==> src/common/bsc_pkg.sv <==
package bsc_pkg;

  // ****************************************
  // Widths and counts
  // ****************************************
  localparam int MP_PIN_COUNT = 12;
  localparam int EMEM_DATA_W = 8;
  localparam int BOOT_ADDR_W = 16;
  localparam int SYNC_TIMEBASE_W = 33;
  localparam int TIMEBASE_DIV = 4;

  // ****************************************
  // Reset values
  // ****************************************
  localparam logic [BOOT_ADDR_W-1:0] BOOT_ADDR_RESET = 16'h0000;
  localparam logic [SYNC_TIMEBASE_W-1:0] TIMEBASE_RESET = 33'h000000000;

  // ****************************************
  // PLL reference select encoding
  // ****************************************
  localparam logic [1:0] REF_SEL_REF_CLOCK = 2'h0;
  localparam logic [1:0] REF_SEL_BIT_CLOCK_ONE = 2'h1;
  localparam logic [1:0] REF_SEL_BIT_CLOCK_TWO = 2'h2;

  typedef enum logic [2:0] {
    BSC_HOST_NONE,
    BSC_HOST_I2C,
    BSC_HOST_SPI,
    BSC_HOST_PAR_A,
    BSC_HOST_PAR_B
  } bsc_host_mode_type;

  typedef enum logic [1:0] {
    BSC_PINS_IDLE,
    BSC_PINS_PARALLEL,
    BSC_PINS_EXT_MEM,
    BSC_PINS_GENERAL
  } bsc_pin_role_type;

  // Straps captured together at reset release
  typedef struct packed {
    logic boot_source_strap;
    logic read_strobe;
    logic write_strobe;
    logic parallel_select;
    logic pll_bypass_select;
  } bsc_strap_type;

  // Pin pair (out, oe) for the multi-purpose pins
  typedef struct packed {
    logic [MP_PIN_COUNT-1:0] out;
    logic [MP_PIN_COUNT-1:0] oe;
  } bsc_pin_drive_type;

endpackage : bsc_pkg

==> src/design/bsc_boot_strap_clock_select.sv <==
// Overview of operation
// - Boot source strap latched at reset release decides code source.
// - Strap high: wait for host download over chosen host interface.
// - Strap low: autoboot, generate addresses, read bytes on memory pins (serial host modes only).
// - Once running, boot pin becomes open-drain active-low message request.
// - Parallel host modes give all twelve pins to the parallel interface.
// - Serial host modes use the pins for external memory unless general-purpose use is enabled.
// - Serial modes allow general-purpose pin use when application supports it.
// - Pins stay high-impedance inputs until a mode assigns a role.
// - Pin levels sampled at reset release fix the host mode.
// - Bypass strap low selects PLL clock, high selects reference input.
// - Software-driven mux picks PLL reference from three sources.
// - PLL derives core clocks and audio master timing.
// - Clock manager holds a 33-bit sync time counter.
// - Bypass path runs slower; some features flagged unavailable.
// - Read, write and select straps decode into one of four host modes.
`timescale 1ns/1ps
`default_nettype none
module bsc_boot_strap_clock_select #(
  parameter int PIN_COUNT = bsc_pkg::MP_PIN_COUNT,
  parameter int ADDR_W = bsc_pkg::BOOT_ADDR_W,
  parameter int TB_WIDTH = bsc_pkg::SYNC_TIMEBASE_W,
  parameter int TB_DIV = bsc_pkg::TIMEBASE_DIV
) (
  input wire logic clk_i,
  input wire logic nrst_i,
  // Strap and pin inputs
  input wire logic boot_source_strap_i,
  input wire logic read_strobe_i,
  input wire logic write_strobe_i,
  input wire logic pll_bypass_select_i,
  input wire logic [PIN_COUNT-1:0] mp_pins_i,
  // Boot sequencing
  input wire logic [ADDR_W-1:0] boot_length_i,
  input wire logic host_load_done_i,
  // Application side
  input wire logic app_general_pins_i,
  input wire logic [PIN_COUNT-1:0] app_pins_out_i,
  input wire logic [PIN_COUNT-1:0] app_pins_oe_i,
  input wire logic msg_pending_i,
  input wire logic [1:0] ref_select_i,
  input wire logic pll_clock_i,
  input wire logic bit_clock_one_i,
  input wire logic bit_clock_two_i,
  input wire logic ref_clock_input_i,
  input wire logic [PIN_COUNT-1:0] par_pins_out_i,
  input wire logic [PIN_COUNT-1:0] par_pins_oe_i,
  input wire logic timebase_clear_i,
  // Outputs
  output logic [PIN_COUNT-1:0] mp_pins_o,
  output logic [PIN_COUNT-1:0] mp_pins_oe_o,
  output logic boot_pin_o,
  output logic boot_pin_oe_o,
  output logic [2:0] host_mode_o,
  output logic [1:0] pin_role_o,
  output logic waiting_host_o,
  output logic autoboot_busy_o,
  output logic [ADDR_W-1:0] boot_addr_o,
  output logic boot_rd_o,
  output logic [bsc_pkg::EMEM_DATA_W-1:0] boot_byte_o,
  output logic boot_byte_valid_o,
  output logic app_running_o,
  output logic pll_bypassed_o,
  output logic reduced_features_o,
  output logic [1:0] pll_ref_sel_o,
  output logic pll_ref_clock_o,
  output logic dsp_clock_o,
  output logic audio_timing_tick_o,
  output logic [TB_WIDTH-1:0] av_sync_timebase_o
);

  initial
  begin
    if (PIN_COUNT <= bsc_pkg::EMEM_DATA_W || TB_DIV < 1 || ADDR_W < 1 ||
        ADDR_W < PIN_COUNT - bsc_pkg::EMEM_DATA_W)
      $error("bsc: unsupported parameter values");
  end

  typedef enum logic [1:0] {
    BSC_ST_STRAP,
    BSC_ST_HOST_WAIT,
    BSC_ST_AUTOBOOT,
    BSC_ST_RUN
  } bsc_boot_state_type;

  // ****************************************
  // Reset release and input synchronisers
  // ****************************************
  logic [1:0] rst_sync_q;
  logic rst_n;
  logic [4:0] strap_meta_q;
  logic [4:0] strap_sync_q;
  logic [PIN_COUNT-1:0] pins_meta_q;
  logic [PIN_COUNT-1:0] pins_sync_q;

  // Release after two edges so straps have settled
  always_ff @(posedge clk_i or negedge nrst_i)
  begin
    if (!nrst_i)
      rst_sync_q <= 2'h0;
    else
      rst_sync_q <= {rst_sync_q[0], 1'b1};
  end
  assign rst_n = rst_sync_q[1];

  // Two-stage sync for pin levels
  always_ff @(posedge clk_i or negedge rst_n)
  begin
    if (!rst_n)
    begin
      strap_meta_q <= 5'h00;
      strap_sync_q <= 5'h00;
      pins_meta_q <= '0;
      pins_sync_q <= '0;
    end
    else
    begin
      strap_meta_q <= {boot_source_strap_i, read_strobe_i, write_strobe_i,
                       mp_pins_i[0], pll_bypass_select_i};
      strap_sync_q <= strap_meta_q;
      pins_meta_q <= mp_pins_i;
      pins_sync_q <= pins_meta_q;
    end
  end

  // ****************************************
  // Strap capture
  // ****************************************
  bsc_pkg::bsc_strap_type straps_q;
  logic [1:0] capture_cnt_q;
  logic captured_q;
  bsc_pkg::bsc_host_mode_type mode_q;

  // Wait for sync pipe to fill, then capture once
  always_ff @(posedge clk_i or negedge rst_n)
  begin
    if (!rst_n)
      capture_cnt_q <= 2'h0;
    else if (!captured_q)
      capture_cnt_q <= capture_cnt_q + 2'h1;
  end

  always_ff @(posedge clk_i or negedge rst_n)
  begin
    if (!rst_n)
    begin
      straps_q <= '0;
      captured_q <= 1'b0;
    end
    else if (!captured_q && capture_cnt_q == 2'h2)
    begin
      straps_q <= strap_sync_q;
      captured_q <= 1'b1;
    end
  end

  always_ff @(posedge clk_i or negedge rst_n)
  begin
    if (!rst_n)
      mode_q <= bsc_pkg::BSC_HOST_NONE;
    else if (captured_q && mode_q == bsc_pkg::BSC_HOST_NONE)
    begin
      unique case ({straps_q.read_strobe, straps_q.write_strobe})
        2'b01: mode_q <= bsc_pkg::BSC_HOST_I2C;
        2'b10: mode_q <= bsc_pkg::BSC_HOST_SPI;
        2'b11: mode_q <= straps_q.parallel_select ? bsc_pkg::BSC_HOST_PAR_A
                                                  : bsc_pkg::BSC_HOST_PAR_B;
        default: mode_q <= bsc_pkg::BSC_HOST_I2C;
      endcase
    end
  end

  logic is_parallel;
  logic mode_known;
  assign is_parallel = (mode_q == bsc_pkg::BSC_HOST_PAR_A) || (mode_q == bsc_pkg::BSC_HOST_PAR_B);
  assign mode_known = (mode_q != bsc_pkg::BSC_HOST_NONE);

  // ****************************************
  // Boot sequencer
  // ****************************************
  bsc_boot_state_type state_q;
  logic [ADDR_W-1:0] addr_q;
  logic rd_q;
  logic fetch_done_q;
  logic byte_due_q;

  always_ff @(posedge clk_i or negedge rst_n)
  begin
    if (!rst_n)
    begin
      state_q <= BSC_ST_STRAP;
      addr_q <= bsc_pkg::BOOT_ADDR_RESET;
      rd_q <= 1'b0;
      fetch_done_q <= 1'b0;
    end
    else
    begin
      unique case (state_q)
        BSC_ST_STRAP:
          if (mode_known)
            state_q <= straps_q.boot_source_strap ? BSC_ST_HOST_WAIT : BSC_ST_AUTOBOOT;
        BSC_ST_HOST_WAIT:
          if (host_load_done_i)
            state_q <= BSC_ST_RUN;
        BSC_ST_AUTOBOOT:
          // Last byte is still in the pin pipe, so run only once it is taken
          if (fetch_done_q)
          begin
            if (boot_byte_valid_o && !boot_rd_o)
              state_q <= BSC_ST_RUN;
          end
          // Parallel modes own the pins, so autoboot cannot read memory there
          else if (!rd_q)
            rd_q <= !is_parallel;
          else
          begin
            rd_q <= 1'b0;
            if (addr_q == boot_length_i - ADDR_W'(1))
              fetch_done_q <= 1'b1;
            else
              addr_q <= addr_q + ADDR_W'(1);
          end
        BSC_ST_RUN: state_q <= BSC_ST_RUN;
      endcase
    end
  end

  // Byte taken two cycles after the strobe, once the pin sync shows it
  always_ff @(posedge clk_i or negedge rst_n)
  begin
    if (!rst_n)
    begin
      boot_addr_o <= '0;
      boot_rd_o <= 1'b0;
      byte_due_q <= 1'b0;
      boot_byte_o <= '0;
      boot_byte_valid_o <= 1'b0;
    end
    else
    begin
      boot_addr_o <= addr_q;
      boot_rd_o <= rd_q;
      byte_due_q <= boot_rd_o;
      boot_byte_valid_o <= byte_due_q;
      if (byte_due_q)
        boot_byte_o <= pins_sync_q[bsc_pkg::EMEM_DATA_W-1:0];
    end
  end

  // ****************************************
  // Pin roles
  // ****************************************
  bsc_pkg::bsc_pin_role_type role_d;
  bsc_pkg::bsc_pin_drive_type drive_d;

  always_comb
  begin
    role_d = bsc_pkg::BSC_PINS_IDLE;
    drive_d = '0;
    if (mode_known && is_parallel)
    begin
      role_d = bsc_pkg::BSC_PINS_PARALLEL;
      drive_d.out = par_pins_out_i;
      drive_d.oe = par_pins_oe_i;
    end
    else if (state_q == BSC_ST_AUTOBOOT && mode_known)
    begin
      role_d = bsc_pkg::BSC_PINS_EXT_MEM;
      // Address low bits on the upper pins, byte lines left as inputs
      drive_d.out = {addr_q[PIN_COUNT-bsc_pkg::EMEM_DATA_W-1:0], {bsc_pkg::EMEM_DATA_W{1'b0}}};
      drive_d.oe = {{(PIN_COUNT-bsc_pkg::EMEM_DATA_W){1'b1}}, {bsc_pkg::EMEM_DATA_W{1'b0}}};
    end
    else if (state_q == BSC_ST_RUN && app_general_pins_i)
    begin
      role_d = bsc_pkg::BSC_PINS_GENERAL;
      drive_d.out = app_pins_out_i;
      drive_d.oe = app_pins_oe_i;
    end
    else if (state_q == BSC_ST_RUN)
      role_d = bsc_pkg::BSC_PINS_EXT_MEM;
  end

  // Registered pin and status outputs
  always_ff @(posedge clk_i or negedge rst_n)
  begin
    if (!rst_n)
    begin
      mp_pins_o <= '0;
      mp_pins_oe_o <= '0;
      pin_role_o <= 2'h0;
      host_mode_o <= 3'h0;
      waiting_host_o <= 1'b0;
      autoboot_busy_o <= 1'b0;
      app_running_o <= 1'b0;
    end
    else
    begin
      mp_pins_o <= drive_d.out;
      mp_pins_oe_o <= drive_d.oe;
      pin_role_o <= role_d;
      host_mode_o <= mode_q;
      waiting_host_o <= state_q == BSC_ST_HOST_WAIT;
      autoboot_busy_o <= state_q == BSC_ST_AUTOBOOT;
      app_running_o <= state_q == BSC_ST_RUN;
    end
  end

  always_ff @(posedge clk_i or negedge rst_n)
  begin
    if (!rst_n)
    begin
      boot_pin_o <= 1'b0;
      boot_pin_oe_o <= 1'b0;
    end
    else
    begin
      boot_pin_o <= 1'b0;
      boot_pin_oe_o <= state_q == BSC_ST_RUN && msg_pending_i;
    end
  end

  // ****************************************
  // Clock manager
  // ****************************************
  // Clock muxes are behavioural; a real part uses glitch-free cells
  // core clock select, reduced-feature flag
  always_ff @(posedge clk_i or negedge rst_n)
  begin
    if (!rst_n)
    begin
      pll_bypassed_o <= 1'b0;
      reduced_features_o <= 1'b0;
      pll_ref_sel_o <= bsc_pkg::REF_SEL_REF_CLOCK;
      pll_ref_clock_o <= 1'b0;
      dsp_clock_o <= 1'b0;
    end
    else
    begin
      pll_bypassed_o <= straps_q.pll_bypass_select;
      reduced_features_o <= straps_q.pll_bypass_select;
      pll_ref_sel_o <= ref_select_i;
      dsp_clock_o <= straps_q.pll_bypass_select ? ref_clock_input_i : pll_clock_i;
      unique case (ref_select_i)
        bsc_pkg::REF_SEL_BIT_CLOCK_ONE: pll_ref_clock_o <= bit_clock_one_i;
        bsc_pkg::REF_SEL_BIT_CLOCK_TWO: pll_ref_clock_o <= bit_clock_two_i;
        default: pll_ref_clock_o <= ref_clock_input_i;
      endcase
    end
  end

  logic [$clog2(TB_DIV+1)-1:0] div_q;
  logic tick_q;
  always_ff @(posedge clk_i or negedge rst_n)
  begin
    if (!rst_n)
    begin
      div_q <= '0;
      tick_q <= 1'b0;
    end
    else if (div_q == ($clog2(TB_DIV+1))'(TB_DIV - 1))
    begin
      div_q <= '0;
      tick_q <= 1'b1;
    end
    else
    begin
      div_q <= div_q + 1'b1;
      tick_q <= 1'b0;
    end
  end

  always_ff @(posedge clk_i or negedge rst_n)
  begin
    if (!rst_n)
      audio_timing_tick_o <= 1'b0;
    else
      audio_timing_tick_o <= tick_q;
  end

  bsc_timebase #(
    .WIDTH(TB_WIDTH)
  ) u_timebase (
    .clk_i(clk_i),
    .rst_n_i(rst_n),
    .tick_i(tick_q),
    .clear_i(timebase_clear_i),
    .count_o(av_sync_timebase_o)
  );

endmodule : bsc_boot_strap_clock_select
`default_nettype wire

==> src/design/bsc_timebase.sv <==
`timescale 1ns/1ps
`default_nettype none
module bsc_timebase #(
  parameter int WIDTH = bsc_pkg::SYNC_TIMEBASE_W
) (
  input wire logic clk_i,
  input wire logic rst_n_i,
  input wire logic tick_i,
  input wire logic clear_i,
  output logic [WIDTH-1:0] count_o
);

  // ****************************************
  // Free-running sync counter
  // ****************************************
  // counter advance and clear
  always_ff @(posedge clk_i or negedge rst_n_i)
  begin
    if (!rst_n_i)
      count_o <= '0;
    else if (clear_i)
      count_o <= '0;
    else if (tick_i)
      count_o <= count_o + WIDTH'(1);
  end

endmodule : bsc_timebase
`default_nettype wire

==> config.mk <==
export PLATFORM = sky130hd
export DESIGN_NAME = bsc_boot_strap_clock_select
export DESIGN_NICKNAME = d
export VERILOG_FILES = /design/src/common/bsc_pkg.sv /design/src/design/bsc_boot_strap_clock_select.sv /design/src/design/bsc_timebase.sv
export SDC_FILE = /design/constraint.sdc
export NUM_CORES = 1
export LEC_CHECK = 0
export CAP_MARGIN = 5
export CELL_PAD_IN_SITES_DETAIL_PLACEMENT = 0
export CELL_PAD_IN_SITES_GLOBAL_PLACEMENT = 1
export CORE_MARGIN = 8
export CORE_UTILIZATION = 51
export CTS_BUF_LIST = sky130_fd_sc_hd__clkbuf_2 sky130_fd_sc_hd__clkbuf_4 sky130_fd_sc_hd__clkbuf_8
export DETAILED_ROUTE_END_ITERATION = 12
export DONT_BUFFER_PORTS = 1
export PLACE_DENSITY_LB_ADDON = 0.1
export SLEW_MARGIN = 20
export SYNTH_ARGS = -nofsm -noshare
export SYNTH_HDL_FRONTEND = slang
export SYNTH_SLANG_ARGS = --single-unit
==> constraint.sdc <==
create_clock -name clk_i -period 6.8 [get_ports clk_i]
set_input_delay 0.68 -clock clk_i [delete_from_list [all_inputs] [get_ports clk_i]]
set_output_delay 0.68 -clock clk_i [all_outputs]
set_load 0.005 [all_outputs]
==> reports/results.ini <==
[outcome]
outcome = finished clean

[logic_synthesis]
synthTopCellsByArea = dfrtp_1 61%, xor2_1 5.1%, nand2_1 3.7%
yosysMostFrequentCell = dfrtp_1
synth_area_mm2 = 0.006515
avgSynthCellArea_um2 = 11.39
ys_ff_latch = 160
synth_edf_count = 0
synth_top_area_cell = dfrtp_1
yosysUniqueCellTypes = 60
synth_flop_cell = dfrtp_1
async_reset_ff_share_pct = 100.0
ys_top_cells_by_count = 160 x dfrtp_1, 64 x nand2_1, 53 x nor2_1, 38 x xor2_1, 33 x o21ai_0
synthCells = 572
synth-seq-area-share_pct = 61.46
synth_warnings = 0
synth_top_area_share_pct = 61.46
synthesis.nets = 671

[place]
port_buffers = 0
place_hpwl_mm = 10.27
finalWeightedCongestion = 0.7738

[critical_path]
crit_type = reg2reg
crit_family = simple AND/OR/NAND/NOR gates
crit_fanout = 7
crit_buf_inv = 0
timing.rr.start = tick_q$_DFF_PN0_
worst_path_max_delay_cell = nor4_1
cpPeakStageDelay_ns = 0.94
start_kind = flop
crit_chain = o2111ai_1 > nor4_1 > nand4_1 > nor2_1 > nand4_1 > or3_1 > a21oi_1
crit_start = tick_q$_DFF_PN0_
arrival_ns = 3.50
cp_num_cells = 7
worst_path_most_repeated_cell = nand4_1
setup.worst_path.end_class = flop
worstPathRequired_ns = 7.17
r2r_cells = 7

[pwr]
ir_drop_mv = 0.2510
p_per_area_mw_per_mm2 = 322.7
power.static_leakage_nw = 3.145

[sta]
worst_pin_slew_ns = 1.030
period_minus_slack_ns = 3.139
fmax_ghz = 0.3186
fin_skew_ns = 0.01420
finalSetupViolations = 0
setup-tns-final_ns = 0
rsz0062_at_grt = no
holdWs_ns = 0.2586
finalCritPeriodShare_pct = 46.15
relSlewSlack_pct = 31.10
hold_viol_final = 0
slew_viol_final = 0

[drt]
vias = 4186
highest_layer = met4
drt-total-wl_mm = 14.11
drtIter0Drc = 192
drtPass1Iterations = 5
met3_length_mm = 1.535
wl_met2_mm = 6.543
vias_per_cell = 5.522
remaining_drc_errors = 0
antenna_left = 0
drt-met1-wl_mm = 5.834
wire_per_inst_um = 18.61

[clock_tree]
cts_tree = built
clockBufferDepth = 2
htree_levels = 4
cts_sinks = 160
path_clk_slew_ns = 0.08
clkLatencyLatePin_ns = 0.44
cts-root-buf = clkbuf_8
cts_resized = 0
cts_buffers = 17

[floorplanning]
coreArea_mm2 = 0.01257
die_area_mm2 = 0.01665
boundaryPins = 192
start_util_pct = 51.84
die_h_um = 129.0
fp-row-count = 41
die_x_um = 129.0

[global_routing]
grt_first_pass_wirelength_mm = 22.25
grt_pass1_vias = 4118
antenna_found_initial = 0
grt_overflow_total = 0
grt_max_degree = 63
grt.total_usage_pct = 17.39

[layout]
final_nets = 672
multi_input_area_mm2 = 0.002380
drive_gt1_share_pct = 10.92
syn_to_final_growth_pct = 8.969
fillCellCount = 1120
antennaDiodeCount = 0
regArea_mm2 = 0.004008

[hold_path]
min_from = mp_pins_i[0]
min_delay_path_depth = 0
hold_path.class = in2reg

[job]
cap_violations = 0

## layer usage
metal	track usage [%]	vias up
li1	-	1964
met1	20.72	2062
met2	26.72	141
met3	8.463	19
met4	6.634	0
met5	0	-
## through the flow
| stage | setup WS (ns) | cells | utilization, % | instance area (µm²) | power [W] |
|---|---|---|---|---|---|
| after floorplan | 2.012 | 572 | - | 6515 | 0.001478 |
| after global placement | 3.255 | 725 | 53.01 | 6663 | 0.001566 |
| after detailed placement | 3.245 | 725 | 53.01 | 6663 | 0.001580 |
| after CTS | 3.669 | 758 | 56.49 | 7099 | 0.002328 |
| after global routing | 3.332 | 758 | 56.49 | 7099 | 0.002426 |
| final | 3.661 | 758 | 56.49 | 7099 | 0.002291 |
## worst paths after layout
kind | slack, ns | endpoint
max in group asynchronous | 5.31 | straps_q[0]$_DFFE_PN0P_
max | 3.66 | u_timebase.count_o[30]$_DFFE_PN0P_
min | 0.26 | pins_meta_q[0]$_DFF_PN0_
min reg2reg | 0.35 | pll_ref_sel_o[1]$_DFF_PN0_
min in group asynchronous | 0.35 | pll_ref_sel_o[1]$_DFF_PN0_
max reg2reg | 3.66 | u_timebase.count_o[30]$_DFFE_PN0P_
## flip-flops by register name, indices dropped and copies added, names as in the netlist, 2 cells and up
register and count:
pin_role_o 2, straps_q 5, mp_pins_oe_o 12, u_timebase.count_o 33, strap_meta_q 4, capture_cnt_q 2
state_q 2, addr_q 16, pins_meta_q 8, boot_byte_o 8, boot_addr_o 16, rst_sync_q 2
mp_pins_o 12, pins_sync_q 8, mode_q 3, div_q 3, pll_ref_sel_o 2, strap_sync_q 4
host_mode_o 3
## cell families after synthesis
group | synth area share, %
AND/OR/NAND/NOR | 17.21
flip-flops | 61.46
AO/OA/AOI/OAI | 6.914
XOR/XNOR | 7.797
buffers and inverters | 2.189
multiplexers | 2.977
adder cells (fa/ha/maj) | 1.344
other | 0.1153
## cell usage in the layout (no fill, tap or decap), types with 3 or more instances in the layout
cell,count
a211o_1,3
a21oi_1,10
a22oi_1,5
and2_1,3
and3_1,6
and4_1,3
bufinv_16,3
clkbuf_4,3
clkbuf_8,17
dfrtp_1,159
ha_1,7
inv_1,12
inv_6,5
mux2_2,15
nand2_1,64
nand2b_1,3
nand3_1,24
nand4_1,13
nor2_1,53
nor2b_1,5
nor3_1,12
nor4_1,12
o21ai_0,33
o31a_1,3
or2_2,3
or3_1,7
xnor2_1,20
xor2_1,38
## area by class of cell
cell class                      count  area share (%)
Multi-Input combinational cell    379           33.52
Inverter                           12          0.6345
Tap cell                          172           3.031
Clock inverter                     12           2.397
Sequential cell                   160           56.45
Clock buffer                       20           3.613
Timing Repair Buffer                3          0.3525
## what timing repair did
item | CTS | global route
setup buffers | 0 | 0
hold buffers | 1 | 0
hold endpoints to repair | 2 | 0
## power breakdown
part | total, W | internal (W) | switching [W]
clock network | 0.000738 | 0.000385 | 0.000354
registers | 0.00127 | 0.00111 | 0.000160
logic | 0.000286 | 0.000129 | 0.000158
total | 0.00229 | 0.00162 | 0.000671
No activity file was read; power rests on OpenSTA's default activity.
